$ cat src/shared/epp_consts.vh
// Purpose: Constants of the programming-port controller
// Assumes: 100 MHz pclk, APB word registers
// Notes:   Times are in ns; cycle counts are derived in the code
`ifndef EPP_CONSTS_VH
`define EPP_CONSTS_VH

// Register byte offsets
`define EPP_REG_CMD     12'h000
`define EPP_REG_WDATA   12'h004
`define EPP_REG_STATUS  12'h008
`define EPP_REG_ADDR    12'h00c

// Command fields
`define EPP_CMD_CODE_LSB  0
`define EPP_CMD_CODE_MSB  3
`define EPP_CMD_ACT_LSB   4
`define EPP_CMD_ACT_MSB   5
`define EPP_CMD_CNT_LSB   8
`define EPP_CMD_CNT_MSB   21

// Actions
`define EPP_ACT_PARK    2'h0
`define EPP_ACT_SESSION 2'h1
`define EPP_ACT_STEP    2'h2
`define EPP_ACT_OP      2'h3

// Status bits
`define EPP_ST_BUSY     0
`define EPP_ST_DROP     1
`define EPP_ST_RD_LSB   8
`define EPP_ST_RD_MSB   15

// Operation codes
`define EPP_OP_STANDBY  4'h0
`define EPP_OP_READ     4'h1
`define EPP_OP_UNLOCK   4'h2
`define EPP_OP_WRITE    4'h3
`define EPP_OP_LOCK     4'h4
`define EPP_OP_IDWR     4'h5
`define EPP_OP_LSREAD   4'h9
`define EPP_OP_IDRD     4'ha

// Reset values
`define EPP_WDATA_RST   8'hff
`define EPP_ADDR_RST    13'h0000

// Timing (ns)
`define EPP_CLK_NS      10
`define EPP_VAL_WR_NS   10000
`define EPP_VAL_NS      100
`define EPP_STB_NS      100
`define EPP_SETTLE_NS   200

`endif

$ cat src/hw/epp_ctl.v
// Purpose: Programmer that drives the memory programming strobes
// Assumes: APB slave, pclk 100 MHz, pins are asynchronous
// Notes:   One command at a time; commands sent while busy are dropped
// Notes on behaviour
// - Codes 0 idle,1 read,2 unlock,3 write,4 lock,5 id write,9,10 reads.
// - Validate and address reset are active low; code reset active high.
// - Select: resets high, clear code, one increment per unit, validate.
// - Validate low at least 10 us for write, 100 ns otherwise; here every nonzero code gets 10 us, only code 0 gets 100 ns.
// - Lock flag starts at 0; unlock (code 2) is needed first.
// - Write: resets up, unlock, code reset low, 3 pulses, step, 10 us.
//
// Design decisions made here: the register offsets and register access over APB.
`timescale 1ns/1ps
`default_nettype none
`include "epp_consts.vh"
module epp_ctl #(
  parameter AW = 13,
  parameter TW = 12
) (
  // Clock and reset
  input  wire        pclk,
  input  wire        presetn,
  // APB slave
  input  wire        psel,
  input  wire        penable,
  input  wire        pwrite,
  input  wire [11:0] paddr,
  input  wire [31:0] pwdata,
  output wire        pready,
  output reg  [31:0] prdata,
  output reg         pslverr,
  // Programming strobes
  output reg         addr_reset_n,
  output reg         addr_inc,
  output reg         code_reset,
  output reg         code_inc,
  output reg         validate_n,
  // Data port
  input  wire [7:0]  program_data_port_i,
  output reg  [7:0]  program_data_port_o,
  output reg         program_data_port_oe
);
  // Cycle counts, rounded up
  localparam integer VAL_WR_N =
    (`EPP_VAL_WR_NS + `EPP_CLK_NS - 1) / `EPP_CLK_NS;
  localparam integer VAL_N =
    (`EPP_VAL_NS + `EPP_CLK_NS - 1) / `EPP_CLK_NS;
  localparam integer STB_N =
    (`EPP_STB_NS + `EPP_CLK_NS - 1) / `EPP_CLK_NS;
  localparam integer SET_N =
    (`EPP_SETTLE_NS + `EPP_CLK_NS - 1) / `EPP_CLK_NS;
  // Cut to timer width on purpose; longest count must fit TW bits
  localparam [TW-1:0] VAL_WR_CYC = VAL_WR_N[TW-1:0];
  localparam [TW-1:0] VAL_CYC    = VAL_N[TW-1:0];
  localparam [TW-1:0] STB_CYC    = STB_N[TW-1:0];
  localparam [TW-1:0] SET_CYC    = SET_N[TW-1:0];

  // States
  localparam [3:0] S_IDLE  = 4'h0;
  localparam [3:0] S_ARST  = 4'h1;
  localparam [3:0] S_CLR   = 4'h2;
  localparam [3:0] S_CLRLO = 4'h3;
  localparam [3:0] S_CINCH = 4'h4;
  localparam [3:0] S_CINCL = 4'h5;
  localparam [3:0] S_VAL   = 4'h6;
  localparam [3:0] S_VREC  = 4'h7;
  localparam [3:0] S_RES   = 4'h8;
  localparam [3:0] S_AINCH = 4'h9;
  localparam [3:0] S_AINCL = 4'ha;
  localparam [3:0] S_PARK  = 4'hb;

  reg  [3:0]    state_r;
  reg  [3:0]    code_r;
  reg  [13:0]   cnt_r;
  reg  [7:0]    wdata_r;
  reg  [7:0]    rdata_r;
  reg  [AW-1:0] addr_r;
  reg           drop_r;
  reg           tld_r;
  reg  [TW-1:0] tval_r;
  wire          tdone;
  wire [7:0]    din_s;
  wire          busy;
  wire          setup;
  wire          wr_acc;
  wire          mapped;
  wire          cmd_wr;
  wire [1:0]    act;

  // Pin data crosses into pclk before use
  epp_sync #(.W(8)) u_sync (
    .pclk    (pclk),
    .presetn (presetn),
    .din     (program_data_port_i),
    .dout    (din_s)
  );

  epp_timer #(.W(TW)) u_tmr (
    .pclk    (pclk),
    .presetn (presetn),
    .load    (tld_r),
    .val     (tval_r),
    .done    (tdone)
  );

  assign busy   = (state_r != S_IDLE);
  assign pready = 1'b1;
  assign setup  = psel && !penable;
  assign wr_acc = psel && penable && pwrite;
  assign mapped = (paddr == `EPP_REG_CMD) || (paddr == `EPP_REG_WDATA) ||
                  (paddr == `EPP_REG_STATUS) || (paddr == `EPP_REG_ADDR);
  assign cmd_wr = wr_acc && (paddr == `EPP_REG_CMD);
  assign act    = pwdata[`EPP_CMD_ACT_MSB:`EPP_CMD_ACT_LSB];

  // Read data is latched in the setup cycle so it leaves a flop
  always @(posedge pclk or negedge presetn) begin
    if (!presetn) begin
      prdata  <= 32'h00000000;
      pslverr <= 1'b0;
    end else if (setup) begin
      pslverr <= !mapped;
      case (paddr)
        `EPP_REG_WDATA:  prdata <= {24'h000000, wdata_r};
        `EPP_REG_STATUS: prdata <= {16'h0000, rdata_r, 6'h00, drop_r, busy};
        `EPP_REG_ADDR:   prdata <= {{(32-AW){1'b0}}, addr_r};
        default:         prdata <= 32'h00000000;
      endcase
    end
  end

  // Write data register and drop flag; a new drop beats the clear
  always @(posedge pclk or negedge presetn) begin
    if (!presetn) begin
      wdata_r <= `EPP_WDATA_RST;
      drop_r  <= 1'b0;
    end else begin
      if (wr_acc && (paddr == `EPP_REG_WDATA))
        wdata_r <= pwdata[7:0];
      if (cmd_wr && busy)
        drop_r <= 1'b1;
      else if (wr_acc && (paddr == `EPP_REG_STATUS) &&
               pwdata[`EPP_ST_DROP])
        drop_r <= 1'b0;
    end
  end

  // Strobe sequencer
  always @(posedge pclk or negedge presetn) begin
    if (!presetn) begin
      state_r              <= S_IDLE;
      code_r               <= 4'h0;
      cnt_r                <= 14'h0000;
      rdata_r              <= 8'h00;
      addr_r               <= `EPP_ADDR_RST;
      tld_r                <= 1'b0;
      tval_r               <= {TW{1'b0}};
      addr_reset_n         <= 1'b0;
      addr_inc             <= 1'b0;
      code_reset           <= 1'b0;
      code_inc             <= 1'b0;
      validate_n           <= 1'b1;
      program_data_port_o  <= 8'h00;
      program_data_port_oe <= 1'b0;
    end else begin
      tld_r <= 1'b0;
      case (state_r)
        S_IDLE: begin
          if (cmd_wr) begin
            code_r <= pwdata[`EPP_CMD_CODE_MSB:`EPP_CMD_CODE_LSB];
            cnt_r  <= pwdata[`EPP_CMD_CNT_MSB:`EPP_CMD_CNT_LSB];
            tld_r  <= 1'b1;
            tval_r <= STB_CYC;
            case (act)
              `EPP_ACT_SESSION: begin
                // Fresh session: address and lock flag cleared
                addr_reset_n <= 1'b0;
                code_reset   <= 1'b1;
                addr_r       <= `EPP_ADDR_RST;
                state_r      <= S_ARST;
              end
              `EPP_ACT_STEP: begin
                state_r <= S_AINCL;
              end
              `EPP_ACT_OP: begin
                // Code cleared by a high level on code reset
                code_reset <= 1'b1;
                state_r    <= S_CLR;
              end
              default: begin
                // Device address clears too, so the shadow follows
                addr_reset_n <= 1'b0;
                code_reset   <= 1'b0;
                addr_r       <= `EPP_ADDR_RST;
                state_r      <= S_PARK;
              end
            endcase
          end
        end
        S_PARK: begin
          if (tdone)
            state_r <= S_IDLE;
        end
        S_ARST: begin
          if (tdone) begin
            addr_reset_n <= 1'b1;
            tld_r        <= 1'b1;
            state_r      <= S_PARK;
          end
        end
        S_CLR: begin
          if (tdone) begin
            // Low code reset lets the host drive the port later
            code_reset <= 1'b0;
            tld_r      <= 1'b1;
            state_r    <= (code_r == 4'h0) ? S_VAL : S_CINCL;
            tval_r     <= (code_r == 4'h0) ? VAL_CYC : STB_CYC;
            if (code_r == 4'h0)
              validate_n <= 1'b0;
          end
        end
        S_CINCL: begin
          if (tdone) begin
            code_inc <= 1'b1;
            tld_r    <= 1'b1;
            state_r  <= S_CINCH;
          end
        end
        S_CINCH: begin
          if (tdone) begin
            code_inc <= 1'b0;
            code_r   <= code_r - 4'h1;
            tld_r    <= 1'b1;
            if (code_r == 4'h1) begin
              state_r <= S_CLRLO;
            end else begin
              state_r <= S_CINCL;
            end
          end
        end
        S_CLRLO: begin
          // Settle with write data on the port before validating
          program_data_port_o  <= wdata_r;
          // Device listens while code reset is low, for every nonzero code
          program_data_port_oe <= 1'b1;
          if (tdone) begin
            validate_n <= 1'b0;
            tld_r      <= 1'b1;
            // Port enable is already set here, so every nonzero code gets the long pulse
            tval_r     <= program_data_port_oe ? VAL_WR_CYC : VAL_CYC;
            state_r    <= S_VAL;
          end
        end
        S_VAL: begin
          if (tdone) begin
            validate_n <= 1'b1;
            tld_r      <= 1'b1;
            tval_r     <= STB_CYC;
            state_r    <= S_VREC;
          end
        end
        S_VREC: begin
          if (tdone) begin
            program_data_port_oe <= 1'b0;
            // Device takes the port while code reset is high
            code_reset <= 1'b1;
            tld_r      <= 1'b1;
            tval_r     <= SET_CYC;
            state_r    <= S_RES;
          end
        end
        S_RES: begin
          if (tdone) begin
            // Port value after a write is meaningless, kept anyway
            rdata_r <= din_s;
            state_r <= S_IDLE;
          end
        end
        S_AINCL: begin
          if (cnt_r == 14'h0000) begin
            state_r <= S_IDLE;
          end else if (tdone) begin
            addr_inc <= 1'b1;
            tld_r    <= 1'b1;
            state_r  <= S_AINCH;
          end
        end
        S_AINCH: begin
          if (tdone) begin
            addr_inc <= 1'b0;
            addr_r   <= addr_r + {{(AW-1){1'b0}}, 1'b1};
            cnt_r    <= cnt_r - 14'h0001;
            tld_r    <= 1'b1;
            state_r  <= S_AINCL;
          end
        end
        default: begin
          state_r <= S_IDLE;
        end
      endcase
    end
  end
endmodule
`default_nettype wire

$ cat src/hw/epp_sync.v
// Purpose: Two-flop synchroniser for a bus of pin inputs
// Assumes: Bits are sampled independently
// Notes:   First stage is read only by the second
`timescale 1ns/1ps
`default_nettype none
module epp_sync #(
  parameter W = 8
) (
  // Clock and reset
  input  wire         pclk,
  input  wire         presetn,
  // Data
  input  wire [W-1:0] din,
  output wire [W-1:0] dout
);
  reg [W-1:0] s1_r;
  reg [W-1:0] s2_r;

  always @(posedge pclk or negedge presetn) begin
    if (!presetn) begin
      s1_r <= {W{1'b0}};
      s2_r <= {W{1'b0}};
    end else begin
      s1_r <= din;
      s2_r <= s1_r;
    end
  end

  assign dout = s2_r;
endmodule
`default_nettype wire

$ cat src/hw/epp_timer.v
// Purpose: Down-counter timing strobe phases
// Assumes: load has priority over counting
// Notes:   done is low in the load cycle
`timescale 1ns/1ps
`default_nettype none
module epp_timer #(
  parameter W = 12
) (
  // Clock and reset
  input  wire         pclk,
  input  wire         presetn,
  // Control
  input  wire         load,
  input  wire [W-1:0] val,
  output wire         done
);
  reg [W-1:0] cnt_r;

  always @(posedge pclk or negedge presetn) begin
    if (!presetn) begin
      cnt_r <= {W{1'b0}};
    end else if (load) begin
      cnt_r <= val;
    end else if (cnt_r != {W{1'b0}}) begin
      cnt_r <= cnt_r - {{(W-1){1'b0}}, 1'b1};
    end
  end

  assign done = !load && (cnt_r == {W{1'b0}});
endmodule
`default_nettype wire

$ cat config.mk
export PLATFORM = sky130hd
export DESIGN_NAME = epp_ctl
export DESIGN_NICKNAME = d
export VERILOG_FILES = /design/src/hw/epp_ctl.v /design/src/hw/epp_sync.v /design/src/hw/epp_timer.v
export VERILOG_INCLUDE_DIRS = /design/src /design/src/shared
export SDC_FILE = /design/constraint.sdc
export NUM_CORES = 1
export LEC_CHECK = 0
export ABC_AREA = 1
export BUFFER_PORTS_ARGS = -buffer_cell sky130_fd_sc_hd__buf_2
export CORE_MARGIN = 10
export CORE_UTILIZATION = 57
export CTS_CLUSTER_SIZE = 24
export DETAILED_ROUTE_END_ITERATION = 7
export PLACE_DENSITY_LB_ADDON = 0.1
export REMOVE_ABC_BUFFERS = 1
export SYNTH_ARGS = -nofsm -noshare
export SYNTH_HDL_FRONTEND = slang
export SYNTH_SLANG_ARGS = --single-unit
export TNS_END_PERCENT = 30
$ cat constraint.sdc
create_clock -name pclk -period 2.14 [get_ports pclk]
set_input_delay 0.321 -clock pclk [delete_from_list [all_inputs] [get_ports pclk]]
set_output_delay 0.321 -clock pclk [all_outputs]
set_load 0.02 [all_outputs]
==> Word-level counts from Yosys, hierarchy flattened <==
Cells that the tools add are included.
{ "classes": {"add_sub_neg": 4, "n_eq_ne": 35, "mux": 56, "n_reduce_logical": 50} }
{ "ops": {"columns": ["operator", "count"], "rows": [
  ["$mux 12", 6],
  ["$mux 4", 14],
  ["$pmux 12 s4", 1],
  ["$pmux 16 s3", 1],
  ["$pmux 4 s11", 1],
  ["$mux 13", 3],
  ["$mux 14", 2],
  ["$ne 2x2->1 const B", 14],
  ["$pmux 14 s2", 1],
  ["$pmux 13 s2", 1],
  ["$eq 12x4->1 const B", 2],
  ["$logic_not 12->1", 2],
  ["$eq 4x3->1 const B", 4],
  ["$eq 4x4->1 const B", 4],
  ["$reduce_bool 2->1", 8],
  ["$reduce_and 5->1", 3],
  ["$logic_not 14->1", 1],
  ["$sub 14x1->14 const B", 1],
  ["$add 13x1->13 const B", 1],
  ["$mux 1", 13],
  ["$eq 12x3->1 const B", 1],
  ["$pmux 4 s3", 1],
  ["$reduce_and 4->1", 3],
  ["$reduce_bool 12->1", 1],
  ["other kinds (25)", 56]
]} }
{ "totals": {"regBits": 140, "out_inout_bits": 48} }

==> Longest topological paths before layout <==
Gate-level depths: netlist of the first run.
{ "depth": {"word_depth": 6, "mapped_depth": 12, "depth_no_buf": 12} }

==> By module <==
A second synthesis of the first run with hierarchy kept.
{ "unflattened": {"hier_cells": 805, "hier_area_um2": 6148.4} }
{ "modules_own_cells": {"columns": ["mod", "n_inst", "cells_each", "area_per_inst_um2", "seq_area_each_um2"], "rows": [
  ["epp_ctl", 1, 657, 4879.7, 2213.4],
  ["epp_timer", 1, 132, 868.3, 300.3],
  ["epp_sync", 1, 16, 400.4, 400.4]
]} }

==> Worst setup path after synthesis of the first run <==
OpenSTA, ideal clock, no wires.
{ "synth_timing": {"path_type": "reg-to-reg", "startpoint": "register u_tmr.cnt_r[0]", "endpoint": "register cnt_r[3]", "setup_ns": 0.113, "arrival_ns": 1.525, "required_ns": 2.027, "path_slack_ns": 0.502, "path_stages_with_launch": 13, "cell_sequence": "dfrtp_1 inv_1 ha_1 nand3_1 nor2_1 nand3_1 inv_2 nand2_2 nand2_1 buf_4 nand2_1 nand2_1 inv_1"} }
{ "synth_between": {"elab_chain_len": 4} }
{ "synth_lines": {"columns": ["item", "line_no", "rtl"], "rows": [
  ["from (decl)", "epp_timer.v:17", "reg [W-1:0] cnt_r;"],
  ["from (signal assigned)", "epp_timer.v:21", "cnt_r <= {W{1'b0}};"],
  ["from (signal assigned)", "epp_timer.v:23", "cnt_r <= val;"],
  ["from (signal assigned)", "epp_timer.v:25", "cnt_r <= cnt_r - {{(W-1){1'b0}}, 1'b1};"],
  ["$logic_not 12->1", "epp_timer.v:29", "assign done = !load && (cnt_r == {W{1'b0}});"],
  ["$logic_and 1x1->1", "epp_timer.v:29", null],
  ["$ne 2x2->1 (no source line)", null, null],
  ["$reduce_and 3->1 (no source line)", null, null],
  ["to (signal assigned)", "epp_ctl.v:170", "cnt_r <= pwdata[`EPP_CMD_CNT_MSB:`EPP_CMD_CNT_LSB];"],
  ["to (signal assigned)", "epp_ctl.v:291", "cnt_r <= cnt_r - 14'h0001;"],
  ["to (decl)", "epp_ctl.v:74", "reg [13:0] cnt_r;"]
]} }
No other way between the ends.
A chain may end at the register's enable or synchronous reset.

==> Final worst setup path of the first run <==
{ "layout_timing": {"startpoint": "register u_tmr.cnt_r[0]", "endpoint": "register cnt_r[8]"} }
The elaborated chain is that of the path after synthesis.

==> results of run 1 <==
[how the worst min path moves through the flow]
| stage | start | end |
|---|---|---|
| after floorplan | presetn | addr_inc |
| after global placement | presetn | program_data_port_o[6] |
| after detailed placement | presetn | program_data_port_o[3] |
| after CTS | pwdata[6] | wdata_r[6] |
| after global routing | pwdata[6] | wdata_r[6] |
| final | pwdata[6] | wdata_r[6] |
[per-stage QoR]
| stage | utilization, % | instances | hold WS [ps] | setup WS [ps] | power (mW) |
|---|---|---|---|---|---|
| final | 70.3 | 1104 | 25.0 | 213 | 8.12 |
| after floorplan | - | 828 | 25.4 | 382 | 4.45 |
| after global placement | 63.5 | 1063 | 331 | 262 | 5.08 |
| after CTS | 70.1 | 1104 | 13.9 | 169 | 8.15 |
| after global routing | 70.3 | 1104 | 34.2 | 3.68 | 8.64 |
| after detailed placement | 63.5 | 1063 | 332 | 184 | 5.16 |
[logic make-up after synthesis]
kind of cell,Yosys count,synth area share (%)
AO/OA/AOI/OAI,93,7.91
AND/OR/NAND/NOR,483,32.9
other,2,0.119
buffers and inverters,129,9.04
flip-flops,116,46.2
multiplexers,1,0.159
XOR/XNOR,15,2.08
adder cells (fa/ha/maj),8,1.59
[registers in the layout, summed over array words and instances, names as in the netlist, 4 cells and up]
register / cells
state_r: 4
wdata_r: 8
cnt_r: 14
u_sync.s1_r: 8
prdata: 16
u_tmr.cnt_r: 12
code_r: 4
addr_r: 13
rdata_r: 8
program_data_port_o: 8
u_sync.dout: 8
tval_r: 4
[power by group through the flow]
stage / clock network [mW] / logic [mW] / registers, mW
final: 2.95 / 2.32 / 2.84
after global routing: 3.10 / 2.65 / 2.89
after CTS: 2.99 / 2.32 / 2.84
after detailed placement: 0 / 2.29 / 2.87
after global placement: 0 / 2.23 / 2.86
after floorplan: 0 / 1.51 / 2.94
[metal layers]
layer  GRT usage [%]  up-vias
met1            25.4     2736
met5               0        -
met2            32.8      176
met4            6.50        0
li1                -     2865
met3            4.99       22
[layout by cell type, fill, tap and decap left out, types with 3 or more instances in the layout]
| cell | Yosys | final |
|---|---|---|
| nand2_1 | 266 | 266 |
| dfrtp_1 | 107 | 107 |
| nor2_1 | 88 | 88 |
| inv_1 | 86 | 86 |
| nand3_1 | 79 | 79 |
| buf_2 | 9 | 76 |
| o21ai_0 | 60 | 60 |
| conb_1 | 2 | 17 |
| a21oi_1 | 16 | 16 |
| clkbuf_16 | 0 | 16 |
| buf_4 | 20 | 16 |
| xor2_1 | 9 | 9 |
| dlygate4sd3_1 | 0 | 9 |
| dfstp_2 | 9 | 9 |
| nand4_1 | 8 | 8 |
| nor3_1 | 8 | 8 |
| inv_2 | 8 | 8 |
| or2_2 | 8 | 8 |
| ha_1 | 8 | 8 |
| nand3b_1 | 7 | 7 |
| xnor2_1 | 6 | 6 |
| nand2_2 | 5 | 5 |
| nor2_2 | 5 | 5 |
| clkinv_4 | 0 | 5 |
| o21ai_1 | 6 | 4 |
| clkbuf_8 | 0 | 4 |
| inv_6 | 0 | 4 |
| nand3_2 | 3 | 3 |
| o22ai_1 | 3 | 3 |
| bufinv_16 | 0 | 3 |
| buf_12 | 0 | 3 |
[critical path, delay by kind of cell (launching register included)]
kind	cells	cell delay [ps]
compound gates	1	240
fa+ha+maj	1	230
buf+inv	1	150
flops	1	380
simple gates	6	820
[area by class of cell]
cell class	count	area [µm²]	area share (%)
timing repair buffer	104	651	8.54
inverter	95	357	4.68
tap	140	175	2.30
clock buffer	20	455	5.98
clock inverter	12	169	2.22
sequential	116	2910	38.3
multi-input combinational	617	2900	38.0
[repair_timing]
item                       CTS  global route
resized for setup            0             3
hold endpoints to repair    42             0
hold buffers                 9             0
setup endpoints to repair    0             6
==> impl_metrics.py, run 1 <==
metrics = {
    "outcome": {
        "status": "completed",
    },
    "setup_path": {
        "cp-end-kind": "flop",
        "r2r_end": "cnt_r[8]",
        "crit_top_cell": "nand2_1",
        "endpoint": "cnt_r[8]",
        "crit_required_ps": 2550,
        "crit_type": "reg2reg",
        "cpPeakStageDelay_ps": 380,
        "rrSetupSlack_ps": 210,
        "startpoint": "u_tmr.cnt_r[0]",
        "start_kind": "flop",
        "crit_chain": "inv_1 > ha_1 > nand2_1 > nor2_1 > nand3_2 > o21ai_4 > nand2_1 > nand2_1 > nand2_1",
        "arrival_ps": 2340,
        "worstPathMaxFanout": 8,
        "cpMaxStageDelayCell": "dfrtp_1",
        "r2r_cells": 9,
        "r2r-start": "u_tmr.cnt_r[0]",
    },
    "sta": {
        "fin_crit_ps": 1930,
        "rsz0062_at_grt": "false",
        "max_freq_mhz": 519,
        "timing.final.crit_share_pct": 90.1,
        "skew_ps": 6.58,
        "finalMaxSlewViolations": 0,
        "tns_ps": 0,
        "finalSetupViolCount": 0,
        "worst-slew-pin-transition_ps": 538,
        "hold_viol_final": 0,
        "slew_headroom_pct": 64.1,
    },
    "cells_and_area": {
        "diodes": 0,
        "area_growth_pct": 20.7,
        "drive_gt1_share_pct": 17.9,
        "stdcell_area_mm2": 0.00762,
        "fillCellCount": 885,
        "finalNetCount": 1016,
    },
    "place": {
        "hpwl_mm": 11.5,
        "dpl_cell_area_mm2": 0.00689,
        "port_buffers": 77,
        "gp_congestion": 0.907,
    },
    "power_and_ir_drop": {
        "p_leak_nw": 4.07,
        "netSwitchingPower_mw": 2.91,
        "power.density_mw_per_mm2": 1070,
        "p_seq_share_pct": 35.0,
        "power.share.clock_pct": 36.4,
        "swShare_pct": 35.8,
        "intPower_mw": 5.21,
        "peakVddDrop_mv": 0.707,
        "comb_power_share_pct": 28.6,
    },
    "route": {
        "post_drt_wl_per_cell_um": 14.1,
        "drt_iter0_markers": 543,
        "top_layer": "met4",
        "met3_length_um": 933,
        "ant_nets": 0,
        "drcViolationCount": 0,
        "vias": 5799,
        "viasPerCell": 5.25,
        "finalWirelength_mm": 15.6,
        "drt-met1-wl_mm": 7.00,
        "drtPass1Iterations": 5,
        "route.met2.wl_mm": 7.41,
    },
    "cts": {
        "clk_pin_slew_ps": 60,
        "cts_tree": "done",
        "clock_latency_ps": 520,
        "htreeDepth": 4,
        "cts-root-buf": "clkbuf_8",
        "cts.sinks": 116,
        "cts_buffers": 17,
        "postCtsSetupBuffers": 0,
        "cts_buffer_depth": 2,
    },
    "synthesis": {
        "yosysMostFrequentCell": "nand2_1",
        "synth-seq-cells": 116,
        "ys.flop_type": "dfrtp_1",
        "syn_inst": 847,
        "yosys.area.top_type_share_pct": 42.4,
        "synth_common_cells": "nand2_1 (266), dfrtp_1 (107), nor2_1 (88)",
        "ys_seq_area_share_pct": 46.2,
        "synthTopCellsByArea": "dfrtp_1 (42%), nand2_1 (16%), nand3_1 (6.3%)",
        "synth-async-reset-ratio_pct": 100,
        "synth.distinct_cells": 39,
        "syn_avg_cell_area_um2": 7.45,
        "synth_edf_count": 0,
        "netlist_area_mm2": 0.00631,
        "synth_top_area_cell": "dfrtp_1",
        "synth-warning-count": 0,
    },
    "floorplan": {
        "num_io_pins": 105,
        "die-area_mm2": 0.0157,
        "core_mm2": 0.0108,
        "die_w_um": 125,
        "rows": 38,
        "die_h_um": 125,
        "initial_core_util_pct": 58.2,
    },
    "global_route": {
        "grt_overflow": 0,
        "antenna_found_initial": 0,
        "grt_max_degree": 43,
        "grt_pass1_wl_mm": 26.5,
        "track_usage_pct": 20.0,
        "grt_pass1_vias": 5693,
    },
    "flow_run": {
        "cap_violations": 0,
    },
    "hold_path": {
        "hold_path_depth": 3,
        "hp-class": "in2reg",
    },
}
Power figures use the tool's default switching activity.
==> run 2, diff against run 1 <==
PLACE_DENSITY = 0.86   (was default)
PLACE_DENSITY_LB_ADDON = default   (was 0.1)
==> impl_metrics.py, run 2 (synthesis results as in run 1) <==
metrics = {
    "outcome": {
        "status": "completed",
    },
    "global_route": {
        "grt_overflow": 0,
        "antenna_found_initial": 0,
        "grt_max_degree": 43,
        "grt_pass1_wl_mm": 27.4,
        "grt_pass1_vias": 5731,
        "track_usage_pct": 21.1,
    },
    "floorplan": {
        "die_w_um": 125,
        "die-area_mm2": 0.0157,
        "core_mm2": 0.0108,
        "num_io_pins": 105,
        "die_h_um": 125,
        "initial_core_util_pct": 58.2,
        "rows": 38,
    },
    "cts": {
        "cts.sinks": 116,
        "cts-root-buf": "clkbuf_8",
        "htreeDepth": 4,
        "clk_pin_slew_ps": 60,
        "clock_latency_ps": 550,
        "cts_buffers": 17,
        "cts_resized": 0,
        "cts_buffer_depth": 2,
        "cts_tree": "done",
    },
    "place": {
        "port_buffers": 77,
        "hpwl_mm": 11.4,
        "gp_congestion": 0.921,
        "place_inst": 1063,
        "dp_worst_setup_slack_ps": 232,
    },
    "sta": {
        "finalSetupViolCount": 0,
        "max_freq_mhz": 524,
        "tns_ps": 0,
        "worst-slew-pin-transition_ps": 657,
        "setup_slack_ps": 233,
        "finalMaxSlewViolations": 0,
        "fin_crit_ps": 1910,
        "slew_headroom_pct": 56.2,
        "skew_ps": 9.47,
        "timing.final.crit_share_pct": 89.1,
        "rsz0062_at_grt": "false",
        "hold_viol_final": 0,
    },
    "power_and_ir_drop": {
        "p_leak_nw": 4.03,
        "power.density_mw_per_mm2": 1060,
        "peakVddDrop_mv": 0.694,
    },
    "cells_and_area": {
        "reg.largest.list": "prdata: 16 flops, cnt_r: 14 flops, addr_r: 13 flops",
        "finalNetCount": 1017,
        "final_common_cell": "nand2_1",
        "regMostFlops": "prdata",
        "largest_reg_flops": 16,
        "drive_gt1_share_pct": 17.2,
        "final_cells": 1105,
        "final_cell_mix": "nand2_1 (266), dfrtp_1 (107), nor2_1 (88), inv_1 (86), nand3_1 (79)",
        "area_growth_pct": 19.7,
        "diodes": 0,
    },
    "setup_path": {
        "rrSetupSlack_ps": 230,
        "start_kind": "flop",
        "r2r-start": "u_tmr.cnt_r[0]",
        "r2r_cells": 12,
        "r2r_end": "code_r[0]",
        "cp-end-kind": "flop",
        "crit_required_ps": 2580,
        "arrival_ps": 2350,
        "crit_type": "reg2reg",
        "worstPathMaxFanout": 5,
    },
    "hold_path": {
        "whs_endpoint": "wdata_r[3]",
        "holdCritStartpoint": "pwdata[3]",
        "hold_path_depth": 3,
        "hp-class": "in2reg",
    },
    "route": {
        "drtPass1Iterations": 5,
        "finalWirelength_mm": 16.3,
        "post_drt_wl_per_cell_um": 14.8,
        "viasPerCell": 5.33,
        "ant_nets": 0,
        "vias": 5886,
        "drcViolationCount": 0,
        "drt_iter0_markers": 652,
    },
    "flow_run": {
        "cap_violations": 0,
    },
}
==> run 2: cell count changes in the layout (fill, tap and decap cells not counted) <==
cell / before / now
o21ai_1: 4 / 6
clkinvlp_4: 0 / 4
clkbuf_8: 4 / 2
inv_6: 4 / 0
clkbuf_1: 0 / 5
o21ai_2: 2 / 1
dlygate4sd3_1: 9 / 10
buf_12: 3 / 2
clkinv_2: 0 / 2
buf_4: 16 / 17
o21ai_4: 2 / 1
clkinv_4: 5 / 0
==> run 2: stage by stage <==
step                instance area [µm²]  power, mW  utilization [%]  hold slack [ps]
floorplan                          6150       4.45                -             25.4
global placement                   6870       5.08             63.4              319
detailed placement                 6870       5.14             63.4              321
CTS                                7550       7.96             69.7             7.11
global route                       7550       8.45             69.7             14.5
finish                             7550       7.98             69.7             10.8
==> run 2: worst max-delay path by stage <==
stage | start | slack, ps | cells after the start | endpoint
2_1_floorplan | paddr[5] | 380 | 8 | addr_r[0]
3_3_place_gp | paddr[4] | 280 | 11 | state_r[1]
3_5_place_dp | paddr[4] | 230 | 8 | prdata[9]
4_1_cts | u_tmr.cnt_r[0] | 270 | 12 | code_r[0]
5_1_grt | u_tmr.cnt_r[0] | 60 | 12 | code_r[0]
6_report | u_tmr.cnt_r[0] | 230 | 12 | code_r[0]
==> run 2: metal layers <==
metal  vias up  track usage [%]  wire [µm]
met5         -                0          0
met4         0             8.54        361
met3        38             4.69        992
met2       218             35.5       7990
met1      2768             25.7       6990
li1       2862                -          -
==> run 2: final cells by class <==
cell class / instances / area [µm²]
sequential: 116 / 2910
clock inverter: 9 / 130
inverter: 95 / 357
tap: 140 / 175
multi-input combinational: 617 / 2880
fill: 846 / 3290
clock buffer: 23 / 447
timing repair buffer: 105 / 648
==> run 2: worst max-delay path, cell delays in order (launching register included) <==
cell	delay, ps
dfrtp_1	370
inv_1	140
ha_1	210
inv_1	50
nor2_1	80
nand2_1	50
nor2_1	110
nand3_1	110
buf_4	190
o21ai_1	300
nand2_1	80
nand2_1	80
inv_1	40
==> run 2: where the power goes <==
part           internal [mW]  switching [mW]
Clock                   1.80            1.01
Sequential              2.55           0.311
Combinational          0.774            1.54
==> run 2: what timing repair did <==
| action | 4_1_cts | 5_1_grt |
|---|---|---|
| hold buffers | 10 | 0 |
| setup buffers | 0 | 0 |
| hold endpoints to repair | 36 | 0 |
